$ cat config.mk
export PLATFORM = sky130hd
export DESIGN_NAME = seq_core
export DESIGN_NICKNAME = d
export VERILOG_FILES = /design/src/seq_pkg.sv /design/src/seq_core.sv /design/src/seq_slot_store.sv /design/src/seq_alu.sv
export SDC_FILE = /design/constraint.sdc
export NUM_CORES = 2
export LEC_CHECK = 0
export BUFFER_PORTS_ARGS = -buffer_cell sky130_fd_sc_hd__buf_4
export CAP_MARGIN = 10
export CORE_MARGIN = 3
export CORE_UTILIZATION = 45
export DETAILED_ROUTE_END_ITERATION = 8
export SYNTH_ARGS = -nofsm -noshare
export SYNTH_HDL_FRONTEND = slang
export SYNTH_SLANG_ARGS = --single-unit
$ cat constraint.sdc
create_clock -name i_mclk -period 5.1 [get_ports i_mclk]
set_clock_uncertainty 0.15 [all_clocks]
set_input_delay 0.51 -clock i_mclk [delete_from_list [all_inputs] [get_ports i_mclk]]
set_output_delay 0.51 -clock i_mclk [all_outputs]
set_load 0.01 [all_outputs]
$ cat src/seq_pkg.sv
// constants, encodings and carrier types of the standby sequencer
// assumes one clock domain and a simple memory master port outside
package seq_pkg;

    // widths and sizes
    localparam int DATA_W   = 16;
    localparam int ADDR_W   = 8;
    localparam int MEM_AW   = 16;
    localparam int SLOT_CNT = 32;
    localparam int STEP_W   = 5;
    localparam int GR_CNT   = 16;
    localparam int GR_IW    = 4;
    localparam int TIMER_W  = 8;

    // register map of the software port
    localparam logic [ADDR_W-1:0] REG_SLOT_BASE = 8'h00;
    localparam logic [ADDR_W-1:0] REG_CTRL      = 8'h20;
    localparam logic [ADDR_W-1:0] REG_STATUS    = 8'h21;
    localparam logic [ADDR_W-1:0] REG_GR_BASE   = 8'h30;

    // field positions
    localparam int CTRL_START_BIT = 0;
    localparam int CTRL_ABORT_BIT = 1;
    localparam int STAT_RUN_BIT   = 0;
    localparam int STAT_CY_BIT    = 1;
    localparam int STAT_Z_BIT     = 2;
    localparam int STAT_STEP_LSB  = 8;

    // reset values and fixed step values
    localparam logic [DATA_W-1:0] SLOT_RESET = 16'h0000;
    localparam logic [DATA_W-1:0] GR_RESET   = 16'h0000;
    localparam logic [STEP_W-1:0] STEP_FIRST = 5'h00;
    localparam logic [STEP_W-1:0] STEP_LAST  = 5'h1f;
    localparam logic [STEP_W-1:0] STEP_ONE   = 5'h01;
    localparam logic [TIMER_W-1:0] TIMER_ZERO = 8'h00;

    // operation codes
    localparam logic [3:0] OPC_ST_B   = 4'h0;
    localparam logic [3:0] OPC_LD_B   = 4'h1;
    localparam logic [3:0] OPC_ST_W   = 4'h2;
    localparam logic [3:0] OPC_LD_W   = 4'h3;
    localparam logic [3:0] OPC_BSET   = 4'h4;
    localparam logic [3:0] OPC_BCLR   = 4'h5;
    localparam logic [3:0] OPC_BTST   = 4'h6;
    localparam logic [3:0] OPC_ALU    = 4'h7;
    localparam logic [3:0] OPC_BRANCH = 4'h8;
    localparam logic [3:0] OPC_WAIT   = 4'h9;
    localparam logic [3:0] OPC_WAIT1  = 4'ha;
    localparam logic [3:0] OPC_WAIT0  = 4'hb;
    localparam logic [3:0] OPC_CTRL   = 4'hf;

    // extension codes
    localparam logic [3:0] EXT_ADD  = 4'h0;
    localparam logic [3:0] EXT_SUB  = 4'h1;
    localparam logic [3:0] EXT_CMP  = 4'h2;
    localparam logic [3:0] EXT_SHR  = 4'h3;
    localparam logic [3:0] EXT_BCY1 = 4'h0;
    localparam logic [3:0] EXT_BCY0 = 4'h1;
    localparam logic [3:0] EXT_BZ1  = 4'h2;
    localparam logic [3:0] EXT_BZ0  = 4'h3;
    localparam logic [3:0] EXT_STOP = 4'h0;
    localparam logic [3:0] EXT_IRQ  = 4'h1;
    localparam logic [3:0] EXT_XFER = 4'h2;
    localparam logic [3:0] OPND_NONE = 4'h0;

    // sequencer states, one-hot
    typedef enum logic [4:0] {
        S_IDLE  = 5'b00001,
        S_FETCH = 5'b00010,
        S_EXEC  = 5'b00100,
        S_MEM   = 5'b01000,
        S_TIMER = 5'b10000
    } seq_state_t;

    // one memory request, held until acknowledged
    typedef struct packed {
        logic              we;
        logic              word;
        logic [MEM_AW-1:0] addr;
        logic [DATA_W-1:0] wdata;
    } mem_req_t;

    // decoded instruction word
    typedef struct packed {
        logic [3:0] opc;
        logic [3:0] fn;
        logic [3:0] fm;
        logic [3:0] fx;
    } instr_t;

endpackage

$ cat src/seq_core.sv
// standby sequencer: fetch, decode and execute of the 32 program slots
// assumes a memory slave that holds off with i_mem_ack and a software port
// Operation
// - last slot without stop or branch terminates automatically
// - word is opcode, first operand, second operand, extension, 4 bits each
// - 0000 stores low byte of reg m, 0001 loads byte into reg m
// - 0010 stores word of reg m, 0011 loads word into reg m
// - 0100 sets, 0101 clears the selected memory bit
// - 0110 copies the selected memory bit into carry
// - 0111 ext 0000 add, 0001 subtract, 0010 compare flags only
// - 0111 ext 0011 operand 0000 shifts reg n right, bit 0 to carry
// - 1000 adds displacement to step on carry or zero condition
// - 1001 waits a fixed time set by two immediate fields
// - 1010 holds step while bit is 1, 1011 while bit is 0
// - 1111 all zero clears step and halts
// - 1111 ext 0001 raises interrupt, clears step and halts
// - 1111 ext 0010 pulses transfer controller trigger and continues
// - zero flag set when add, subtract or compare result is zero
// - carry takes overflow, borrow, shifted-out bit or copied bit
//
// Implementation choices: the address-and-strobe port and the address map.
module seq_core
    import seq_pkg::*;
(
    input  wire logic              i_mclk,
    input  wire logic              i_srst,
    input  wire logic [ADDR_W-1:0] i_addr,
    input  wire logic [DATA_W-1:0] i_wdata,
    input  wire logic              i_wr,
    input  wire logic              i_rd,
    output logic      [DATA_W-1:0] o_rdata,
    output logic                   o_mem_valid,
    output mem_req_t               o_mem_req,
    input  wire logic              i_mem_ack,
    input  wire logic [DATA_W-1:0] i_mem_rdata,
    output logic                   o_irq,
    output logic                   o_xfer_trigger,
    output logic                   o_running
);

    // effective byte address: register plus byte offset
    function automatic logic [MEM_AW-1:0] eff_addr(logic [DATA_W-1:0] base,
                                                   logic [3:0] ofs);
        return base + MEM_AW'(ofs[2:0]);
    endfunction

    // one-hot mask of the selected bit within a byte
    function automatic logic [7:0] bit_mask(logic [3:0] sel);
        return 8'h01 << sel[2:0];
    endfunction

    seq_state_t        state_q, state_d;
    instr_t            instr_q;
    logic [STEP_W-1:0] step_q, step_d;
    logic              carry_q, carry_d;
    logic              zero_q, zero_d;
    logic [TIMER_W-1:0] timer_q, timer_d;
    logic              rmw_q, rmw_d;
    logic              mem_valid_q, mem_valid_d;
    mem_req_t          mem_q, mem_d;
    logic              irq_q, irq_d;
    logic              xfer_q, xfer_d;
    logic [DATA_W-1:0] rdata_q;
    logic [DATA_W-1:0] gr_q [GR_CNT];
    logic              gr_we;
    logic [GR_IW-1:0]  gr_widx;
    logic [DATA_W-1:0] gr_wdata;

    // software port decode
    logic              hit_slot;
    logic              hit_gr;
    logic              hit_ctrl;
    logic              hit_stat;
    logic              start_req;
    logic              abort_req;
    logic [DATA_W-1:0] slot_rd;
    logic [DATA_W-1:0] slot_bus_rd;
    logic [DATA_W-1:0] stat_word;
    logic [DATA_W-1:0] rd_mux;

    assign hit_slot  = (i_addr < ADDR_W'(SLOT_CNT));
    assign hit_gr    = (i_addr[ADDR_W-1:GR_IW] == REG_GR_BASE[ADDR_W-1:GR_IW]);
    assign hit_ctrl  = (i_addr == REG_CTRL);
    assign hit_stat  = (i_addr == REG_STATUS);
    assign start_req = i_wr && hit_ctrl && i_wdata[CTRL_START_BIT];
    assign abort_req = i_wr && hit_ctrl && i_wdata[CTRL_ABORT_BIT];

    // status shows the block's own state and flags
    always_comb
    begin
        stat_word = '0;
        stat_word[STAT_RUN_BIT] = o_running;
        stat_word[STAT_CY_BIT]  = carry_q;
        stat_word[STAT_Z_BIT]   = zero_q;
        stat_word[STAT_STEP_LSB +: STEP_W] = step_q;
    end

    // unmapped addresses read as zero
    assign rd_mux = hit_slot ? slot_bus_rd
                  : hit_gr   ? gr_q[i_addr[GR_IW-1:0]]
                  : hit_stat ? stat_word
                  : '0;

    seq_slot_store #(
        .DEPTH (SLOT_CNT),
        .WIDTH (DATA_W),
        .IW    (STEP_W)
    ) u_slots (
        .i_mclk    (i_mclk),
        .i_srst    (i_srst),
        .i_wr      (i_wr && hit_slot),
        .i_widx    (i_addr[STEP_W-1:0]),
        .i_wdata   (i_wdata),
        .i_ridx_a  (step_q),
        .o_rdata_a (slot_rd),
        .i_ridx_b  (i_addr[STEP_W-1:0]),
        .o_rdata_b (slot_bus_rd)
    );

    // instruction fields and operand registers
    logic [DATA_W-1:0] reg_n;
    logic [DATA_W-1:0] reg_m;
    logic [MEM_AW-1:0] ea;
    logic              mem_bit;
    logic [7:0]        rmw_byte;
    logic              op_mem;
    logic              op_store;
    logic              op_word;
    logic              is_last;
    logic [STEP_W-1:0] adv_step;
    seq_state_t        adv_state;
    logic              br_cond;
    logic              alu_legal;
    logic              ctrl_opnd;

    assign reg_n    = gr_q[instr_q.fn];
    assign reg_m    = gr_q[instr_q.fm];
    assign ea       = eff_addr(reg_n, instr_q.fx);
    assign mem_bit  = |(i_mem_rdata[7:0] & bit_mask(instr_q.fm));
    assign rmw_byte = (instr_q.opc == OPC_BSET)
                    ? (i_mem_rdata[7:0] | bit_mask(instr_q.fm))
                    : (i_mem_rdata[7:0] & ~bit_mask(instr_q.fm));
    assign op_mem   = (instr_q.opc <= OPC_BTST) || (instr_q.opc == OPC_WAIT1)
                   || (instr_q.opc == OPC_WAIT0);
    assign op_store = (instr_q.opc == OPC_ST_B) || (instr_q.opc == OPC_ST_W);
    assign op_word  = (instr_q.opc == OPC_ST_W) || (instr_q.opc == OPC_LD_W);

    // normal advance; the last slot falls into termination
    assign is_last   = (step_q == STEP_LAST);
    assign adv_step  = is_last ? STEP_FIRST : (step_q + STEP_ONE);
    assign adv_state = is_last ? S_IDLE : S_FETCH;

    // branch condition from the extension field
    assign br_cond = ((instr_q.fx == EXT_BCY1) && carry_q)
                  || ((instr_q.fx == EXT_BCY0) && !carry_q)
                  || ((instr_q.fx == EXT_BZ1) && zero_q)
                  || ((instr_q.fx == EXT_BZ0) && !zero_q);

    assign alu_legal = (instr_q.fx == EXT_ADD) || (instr_q.fx == EXT_SUB)
                    || (instr_q.fx == EXT_CMP)
                    || ((instr_q.fx == EXT_SHR) && (instr_q.fm == OPND_NONE));
    assign ctrl_opnd = (instr_q.fn == OPND_NONE) && (instr_q.fm == OPND_NONE);

    logic [DATA_W-1:0] alu_res;
    logic              alu_cy;
    logic              alu_z;
    logic              alu_wr;
    logic              alu_zu;

    seq_alu u_alu (
        .i_a        (reg_n),
        .i_b        (reg_m),
        .i_ext      (instr_q.fx),
        .o_res      (alu_res),
        .o_carry    (alu_cy),
        .o_zero     (alu_z),
        .o_wr_reg   (alu_wr),
        .o_zero_upd (alu_zu)
    );

    // next-state logic of the execute sequence
    always_comb
    begin
        state_d     = state_q;
        step_d      = step_q;
        carry_d     = carry_q;
        zero_d      = zero_q;
        timer_d     = timer_q;
        rmw_d       = rmw_q;
        mem_valid_d = mem_valid_q;
        mem_d       = mem_q;
        irq_d       = 1'b0;
        xfer_d      = 1'b0;
        gr_we       = 1'b0;
        gr_widx     = instr_q.fn;
        gr_wdata    = alu_res;
        unique case (state_q)
            S_IDLE:
                if (start_req)
                    state_d = S_FETCH;
            S_FETCH:
                state_d = S_EXEC;
            S_EXEC:
                if (op_mem)
                begin
                    mem_valid_d = 1'b1;
                    mem_d.we    = op_store;
                    mem_d.word  = op_word;
                    mem_d.addr  = ea;
                    mem_d.wdata = op_word ? reg_m : {8'h00, reg_m[7:0]};
                    rmw_d       = (instr_q.opc == OPC_BSET) || (instr_q.opc == OPC_BCLR);
                    state_d     = S_MEM;
                end
                else if (instr_q.opc == OPC_ALU && alu_legal)
                begin
                    gr_we   = alu_wr;
                    carry_d = alu_cy;
                    zero_d  = alu_zu ? alu_z : zero_q;
                    step_d  = adv_step;
                    state_d = adv_state;
                end
                else if (instr_q.opc == OPC_BRANCH && br_cond)
                begin
                    // low five bits of the signed displacement wrap the step
                    step_d  = step_q + {instr_q.fn[0], instr_q.fm};
                    state_d = S_FETCH;
                end
                else if (instr_q.opc == OPC_BRANCH)
                begin
                    // untaken branch in the last slot wraps, no auto stop
                    step_d  = step_q + STEP_ONE;
                    state_d = S_FETCH;
                end
                else if (instr_q.opc == OPC_WAIT)
                begin
                    timer_d = {instr_q.fm, instr_q.fx};
                    state_d = S_TIMER;
                end
                else if (instr_q.opc == OPC_CTRL && ctrl_opnd
                         && (instr_q.fx == EXT_STOP || instr_q.fx == EXT_IRQ))
                begin
                    irq_d   = (instr_q.fx == EXT_IRQ);
                    step_d  = STEP_FIRST;
                    state_d = S_IDLE;
                end
                else
                begin
                    // transfer trigger and reserved codes both advance
                    xfer_d  = (instr_q.opc == OPC_CTRL) && ctrl_opnd
                           && (instr_q.fx == EXT_XFER);
                    step_d  = adv_step;
                    state_d = adv_state;
                end
            S_MEM:
                if (i_mem_ack && rmw_q)
                begin
                    // second half of a bit update: write the byte back
                    mem_d.we    = 1'b1;
                    mem_d.wdata = {8'h00, rmw_byte};
                    rmw_d       = 1'b0;
                end
                else if (i_mem_ack)
                begin
                    mem_valid_d = 1'b0;
                    gr_widx     = instr_q.fm;
                    gr_wdata    = op_word ? i_mem_rdata : {8'h00, i_mem_rdata[7:0]};
                    gr_we       = (instr_q.opc == OPC_LD_B) || (instr_q.opc == OPC_LD_W);
                    if (instr_q.opc == OPC_BTST)
                        carry_d = mem_bit;
                    if ((instr_q.opc == OPC_WAIT1 && mem_bit)
                        || (instr_q.opc == OPC_WAIT0 && !mem_bit))
                        state_d = S_EXEC;
                    else
                    begin
                        step_d  = adv_step;
                        state_d = adv_state;
                    end
                end
            S_TIMER:
                if (timer_q == TIMER_ZERO)
                begin
                    step_d  = adv_step;
                    state_d = adv_state;
                end
                else
                    timer_d = timer_q - TIMER_W'(STEP_ONE);
            default:
                state_d = S_IDLE;
        endcase
        // abort may abandon a pending memory access
        if (abort_req)
        begin
            state_d     = S_IDLE;
            step_d      = STEP_FIRST;
            mem_valid_d = 1'b0;
            rmw_d       = 1'b0;
        end
    end

    // sequencer state and flags
    always_ff @(posedge i_mclk)
    begin
        if (i_srst)
        begin
            state_q     <= S_IDLE;
            step_q      <= STEP_FIRST;
            carry_q     <= 1'b0;
            zero_q      <= 1'b0;
            timer_q     <= TIMER_ZERO;
            rmw_q       <= 1'b0;
            mem_valid_q <= 1'b0;
            mem_q       <= '0;
            irq_q       <= 1'b0;
            xfer_q      <= 1'b0;
        end
        else
        begin
            state_q     <= state_d;
            step_q      <= step_d;
            carry_q     <= carry_d;
            zero_q      <= zero_d;
            timer_q     <= timer_d;
            rmw_q       <= rmw_d;
            mem_valid_q <= mem_valid_d;
            mem_q       <= mem_d;
            irq_q       <= irq_d;
            xfer_q      <= xfer_d;
        end
    end

    // instruction latch, decoded per its fixed field layout
    always_ff @(posedge i_mclk)
    begin
        if (i_srst)
            instr_q <= '0;
        else if (state_q == S_FETCH)
            instr_q <= instr_t'(slot_rd);
    end

    // general registers: sequencer write beats a software write
    always_ff @(posedge i_mclk)
    begin
        for (int i = 0; i < GR_CNT; i++)
        begin
            if (i_srst)
                gr_q[i] <= GR_RESET;
            else if (gr_we && gr_widx == GR_IW'(i))
                gr_q[i] <= gr_wdata;
            else if (i_wr && hit_gr && i_addr[GR_IW-1:0] == GR_IW'(i))
                gr_q[i] <= i_wdata;
        end
    end

    // read data valid in the cycle after the strobe only
    always_ff @(posedge i_mclk)
    begin
        if (i_srst || !i_rd)
            rdata_q <= '0;
        else
            rdata_q <= rd_mux;
    end

    assign o_rdata        = rdata_q;
    assign o_mem_valid    = mem_valid_q;
    assign o_mem_req      = mem_q;
    assign o_irq          = irq_q;
    assign o_xfer_trigger = xfer_q;
    assign o_running      = (state_q != S_IDLE);

endmodule

$ cat src/seq_slot_store.sv
// instruction slot store: flip-flop array, one write port, two read ports
// assumes writes come only from software while the sequencer is halted
module seq_slot_store
    import seq_pkg::*;
#(
    parameter int DEPTH = SLOT_CNT,
    parameter int WIDTH = DATA_W,
    parameter int IW    = STEP_W
)(
    input  wire logic             i_mclk,
    input  wire logic             i_srst,
    input  wire logic             i_wr,
    input  wire logic [IW-1:0]    i_widx,
    input  wire logic [WIDTH-1:0] i_wdata,
    input  wire logic [IW-1:0]    i_ridx_a,
    output logic      [WIDTH-1:0] o_rdata_a,
    input  wire logic [IW-1:0]    i_ridx_b,
    output logic      [WIDTH-1:0] o_rdata_b
);

    logic [WIDTH-1:0] slot_q [DEPTH];

    // reads are plain selections of the stored flops
    assign o_rdata_a = slot_q[i_ridx_a];
    assign o_rdata_b = slot_q[i_ridx_b];

    // slots cleared at reset so a fresh start never sees x
    always_ff @(posedge i_mclk)
    begin
        for (int i = 0; i < DEPTH; i++)
        begin
            if (i_srst)
                slot_q[i] <= WIDTH'(SLOT_RESET);
            else if (i_wr && (i_widx == IW'(i)))
                slot_q[i] <= i_wdata;
        end
    end

endmodule

$ cat src/seq_alu.sv
// word arithmetic of the sequencer: add, subtract, compare, shift right
// purely combinational, the caller owns the flags and registers
module seq_alu
    import seq_pkg::*;
(
    input  wire logic [DATA_W-1:0] i_a,
    input  wire logic [DATA_W-1:0] i_b,
    input  wire logic [3:0]        i_ext,
    output logic      [DATA_W-1:0] o_res,
    output logic                   o_carry,
    output logic                   o_zero,
    output logic                   o_wr_reg,
    output logic                   o_zero_upd
);

    logic [DATA_W:0] sum;
    logic [DATA_W:0] diff;

    // one extra bit catches overflow and borrow
    assign sum  = {1'b0, i_a} + {1'b0, i_b};
    assign diff = {1'b0, i_a} - {1'b0, i_b};

    // compare shares the subtractor but never writes back
    assign o_res      = (i_ext == EXT_ADD) ? sum[DATA_W-1:0]
                      : (i_ext == EXT_SHR) ? (i_a >> 1)
                      : diff[DATA_W-1:0];
    assign o_carry    = (i_ext == EXT_ADD) ? sum[DATA_W]
                      : (i_ext == EXT_SHR) ? i_a[0]
                      : diff[DATA_W];
    assign o_zero     = (o_res == GR_RESET);
    assign o_wr_reg   = (i_ext != EXT_CMP);
    assign o_zero_upd = (i_ext != EXT_SHR);

endmodule

Yosys cells after proc, flatten, opt, wreduce, memory -nomap -nowiden
Memory sizes are Yosys's and may differ from the RTL's. A register that Yosys moved wholly into a read port is not among the register bits.
Cells that the tools add are included.
Word-level totals
  register bits after elaboration: 74
  memory bits (writable): 768
  bits of input ports: 45
  output and inout bits: 54
  logic and storage cells: 670
  memories: 2
Cells by class
  add/subtract/negate cells: 6
  magnitude comparators: 2
  eq/ne operators: 104
  shift-type cells: 1
  muxes and demuxes: 345
  bitwise gates (word level): 71
  reductions and logical operators: 125
Memory list
  u_slots.slot_q: words 32, width 16, rd ports 2, clocked after Yosys merged registers in 1, write ports 32, RTL line seq_slot_store.sv:21  | logic [WIDTH-1:0] slot_q [DEPTH];
  gr_q: words 16, width 16, rd ports 3, clocked after Yosys merged registers in 0, write ports 16, RTL line seq_core.sv:64  | logic [DATA_W-1:0] gr_q [GR_CNT];
Operator list (number)
  16-bit 2-to-1 mux: 74
  1-bit 2-to-1 mux: 227
  5-bit 2-to-1 mux: 20
  5-bit equality test (second input constant): 18
  4-bit equality test (second input constant): 21
  1-bit logical AND: 83
  1-bit OR: 64
  8-bit 2-to-1 mux: 7
  4-bit by 3-bit equality test with 1-bit output (second input constant): 12
  5-bit by 4-bit equality test with 1-bit output (second input constant): 9
  4-bit by 2-bit equality test with 1-bit output (second input constant): 9
  34-bit 2-to-1 mux: 1
  16-bit one-hot mux with 2 select lines: 1
  2-bit inequality test (second input constant): 15
  5-bit by 3-bit equality test with 1-bit output (second input constant): 5
  5-bit one-hot mux with 5 select lines: 1
  4-bit zero test: 6
  8-bit OR reduction: 3
  16-bit by 16-bit adder with 17-bit output: 1
  16-bit by 16-bit subtractor with 17-bit output: 1
  16-bit by 3-bit adder with 16-bit output: 1
  8-bit AND: 2
  4-bit by 1-bit equality test with 1-bit output (second input constant): 4
  8-bit by 6-bit equality test with 1-bit output (second input constant): 2
  34 further kinds: 67

Longest topological paths before layout
  word-level depth: 14
  gate-level depth with buffers: 20
  depth with buffers taken out: 15

Modules after synthesis
From an unflattened synthesis, not the netlist that was laid out.
Second synthesis, totals
  cells, all modules: 4423
  area total of the unflattened synthesis: 52243.9 um^2
By module, submodules not included
  seq_slot_store: times used 1, cells an instance 2342, area an instance 28461.0 um^2, sequential area each 15374.7 um^2
  seq_core: times used 1, cells an instance 1808, area an instance 21879.7 um^2, sequential area each 9649.3 um^2
  seq_alu: times used 1, cells an instance 273, area an instance 1903.1 um^2, sequential area each 0.0 um^2

Least setup slack after synthesis
Ideal clock, no wire load.
  path kind: register -> register
  from: reg instr_q[6] (netlist name)
  to: mem gr_q[1][12], data pin
  setup time: 0.256 ns
  arrival: 4.791 ns
  data required time: 4.694 ns
  slack: -0.097 ns
  cell stages (with the launch flop): 16
  buffers on the path: 4
  period minus slack after synthesis: 5.197 ns
  cells stage by stage: dfxtp_1 -> clkbuf_1 -> buf_1 -> buf_1 -> mux4_2 -> ha_1 -> fa_1 -> and2b_2 -> o21ai_0 -> a31oi_1 -> o31a_1 -> a311o_1 -> a22oi_1 -> a21oi_2 -> buf_2 -> a22o_1
RTL lines (RTL line)
  end: declaration: seq_core.sv:64

==> results.yml <==
layout:
  areaGrowthSynthToFinish_pct: 12.96
  fillers: 9375
  final_common_cell: "edfxtp_1"
  final_cell_mix: "edfxtp_1, mux4_2, and2_1"
  drive_gt1_share_pct: 32.02
  nets: 3799
  post-route-util_pct: 51.33
placement:
  hpwl_um: 115700
  gp_congestion: 0.9656
  port_buffers: 98
power:
  power_density_mw_per_mm2: 299.6
  p_total_mw: 17.32
  ir_drop_mv: 0.2408
  p_leak_nw: 19.08
routing:
  drt-total-wl_um: 183500
  vias: 35760
  via_per_inst: 6.756
  drc: 1
  wl_per_cell_um: 34.67
  ant_nets: 0
  first_iter_violations: 5029
  dr.pass1.iters: 7
synthesis:
  synthFlopType: "edfxtp_1"
  ys_seq_elements: 858
  synthArstFlopShare_pct: 0
  syn_area_mm2: 0.05119
  avgSynthCellArea_um2: 14.10
  yosysTopAreaCellShare_pct: 45.06
  seq_area_frac_synth_pct: 48.58
  synth.area.top_cells: "edfxtp_1, mux4_2, and2_1"
  yosysTopAreaCell: "edfxtp_1"
  synth.distinct_cells: 105
  synth-edff-count: 768
  syn_nets: 3723
  synthCells: 3630
  yosysWarningCount: 0
worst_setup_path:
  path_buf_inv: 5
  cp_slowest_stage_delay_ns: 0.60
  cp_top_family: "compound AO/OA/AOI/OAI gates"
  critPathRequiredTime_ns: 5.38
  start_kind: "flip-flop"
  arrival_ns: 5.24
  cp_slowest_cell: "mux4_2"
  crit_path_max_fanout: 16
  worst_path_most_repeated_cell: "a211oi_1"
  crit_chain: "buf_4 -> buf_12 -> mux4_2 -> mux4_2 -> inv_1 -> ha_1 -> a211oi_1 -> o21a_1 -> buf_4 -> nand3_1 -> o2111ai_1 -> a211oi_1 -> a211oi_1 -> o31ai_2 -> buf_12 -> a22o_1"
  crit_type: "reg2reg"
  cp-end-kind: "flip-flop"
clocking:
  tritoncts: "built"
  cts-root-buf: "clkbuf_16"
  clock_sinks: 858
  cts_max_level: 3
  hold_buffers: 0
  cts_buffers: 96
  clk_latency_ns: 0.70
  clkTransAtPathRegs_ns: 0.07
  cts_max_path_buffers: 3
sta:
  finalSetupViolCount: 0
  drv_slew: 0
  rsz0062_at_grt: "false"
  tns_ns: 0
  tightest_slew_ns: 1.251
  finalCriticalPeriod_ns: 4.967
  fin_crit_sh_pct: 97.39
  hold_violations: 0
  clock.fmax_mhz: 201.3
  relSlewSlack_pct: 14.18
global_route:
  grt-ovfl-total: 0
  grt_max_degree: 93
  grt_usage_pct: 30.99
  grt_pass1_vias: 34680
  grt_pass1_wl_um: 257800
  antenna_found_initial: 10
die:
  die_x_um: 343.3
  fp.dieH_um: 343.3
  start_util_pct: 45.44
  dieArea_mm2: 0.1178
  rows: 123
  coreArea_mm2: 0.1127
  io_pins: 99
flow_run:
  maxCapViolCount: 0
hold_path:
  hold_class: "in2reg"
run_status:
  outcome: "finished with violations"
  violations: "DRC"
==> path summary, 6_finish.rpt <==
path | from | endpoint | slack, ns | depth (start not counted)
max | instr_q[4]$_SDFFE_PP0N_ | gr_q[3][15]$_DFFE_PP_ | 0.13 | 16
min | i_mem_ack | state_q[3]$_SDFFE_PP0P_ | 0.19 | 4
max reg2reg | instr_q[4]$_SDFFE_PP0N_ | gr_q[3][15]$_DFFE_PP_ | 0.13 | 16
min reg2reg | o_mem_req[19]$_SDFFE_PP0P_ | o_mem_req[19]$_SDFFE_PP0P_ | 0.30 | 2
==> logic make-up (layout without fill, tap and decap cells) <==
kind of cell,after synthesis,after routing,synth area share (%)
simple gates,1065,1065,11.61
flops,858,858,48.58
compound gates,616,616,8.949
mux,605,605,25.43
buf+inv,418,573,3.865
fa+ha+maj,48,48,1.232
xor+xnor,20,20,0.3422
other cells,0,7,0
==> flip-flops by register name, summed over array words and instances, names as in the netlist <==
name,flops
gr_q,256
zero_q,1
u_slots.slot_q,512
instr_q,16
state_q,5
o_mem_valid,1
o_irq,1
rmw_q,1
carry_q,1
step_q,5
o_xfer_trigger,1
o_rdata,16
timer_q,8
o_mem_req,34
==> where the power goes <==
group          internal, mW  switching [mW]
Sequential             7.96           0.199
Combinational         0.826            1.19
Clock                  4.12            3.02
Total                  12.9            4.41
==> layout make-up <==
| class | instances | area (um^2) | share of cell area (%) |
|---|---|---|---|
| timing repair buffer | 356 | 2949 | 5.100 |
| inverter | 40 | 153.9 | 0.2662 |
| clock buffer | 128 | 2755 | 4.765 |
| sequential | 858 | 24890 | 43.05 |
| tap | 1500 | 1877 | 3.246 |
| multi-input combinational | 2354 | 24690 | 42.70 |
| antenna | 7 | 17.52 | 0.03030 |
| clock inverter | 49 | 485.5 | 0.8396 |
==> tightest hold or removal path: stages <==
cell and delay [ns]:
buf_4 0.10, nand2b_1 0.14, nand2_1 0.15, a21oi_1 0.07
==> repair_timing <==
action,4_1_cts,5_1_grt
buffers inserted,5,0
resized for setup,1,9
setup endpoints to repair,31,49
==> stage by stage <==
step | hold slack [ns] | instances | setup slack (ns) | area (um^2)
detailed placement | 0.3021 | 5103 | -0.08844 | 54480
global placement | 0.2941 | 5102 | -0.008151 | 54470
floorplan | 0.3041 | 3630 | 0.03807 | 51190
global route | 0.2013 | 5285 | 0.01611 | 57800
finish | 0.1855 | 5292 | 0.1331 | 57820
CTS | 0.1331 | 5285 | 0.07776 | 57770
==> synthesized netlist by cell type (9+ instances only) <==
cell and instances:
a22oi_1 34, mux2i_1 31, and3_1 13, a22o_1 195
nor2b_1 23, mux4_2 547, a211oi_1 37, nor3_2 18
buf_6 14, nand2_1 151, buf_2 37, clkbuf_8 17
nand3_1 38, a221oi_1 14, and2_1 519, dfxtp_1 90
o221ai_1 18, mux2_2 19, inv_1 38, nor2_1 181
xnor2_1 11, xor2_1 9, nor3_1 46, a31oi_1 15
ha_1 44, a21o_1 10, a21oi_1 89, clkbuf_1 248
buf_1 40, o21ai_0 103, buf_4 17, edfxtp_1 768
==> routing by layer <==
metal	track usage, %	up-vias	part of all wire, %
met4	15.19	0	5.6
met3	8.411	529	12
met5	0	-	0
met2	45.97	2482	44
met1	42.36	18160	38
li1	-	14590	-
No activity file was read; power rests on OpenSTA's default activity.
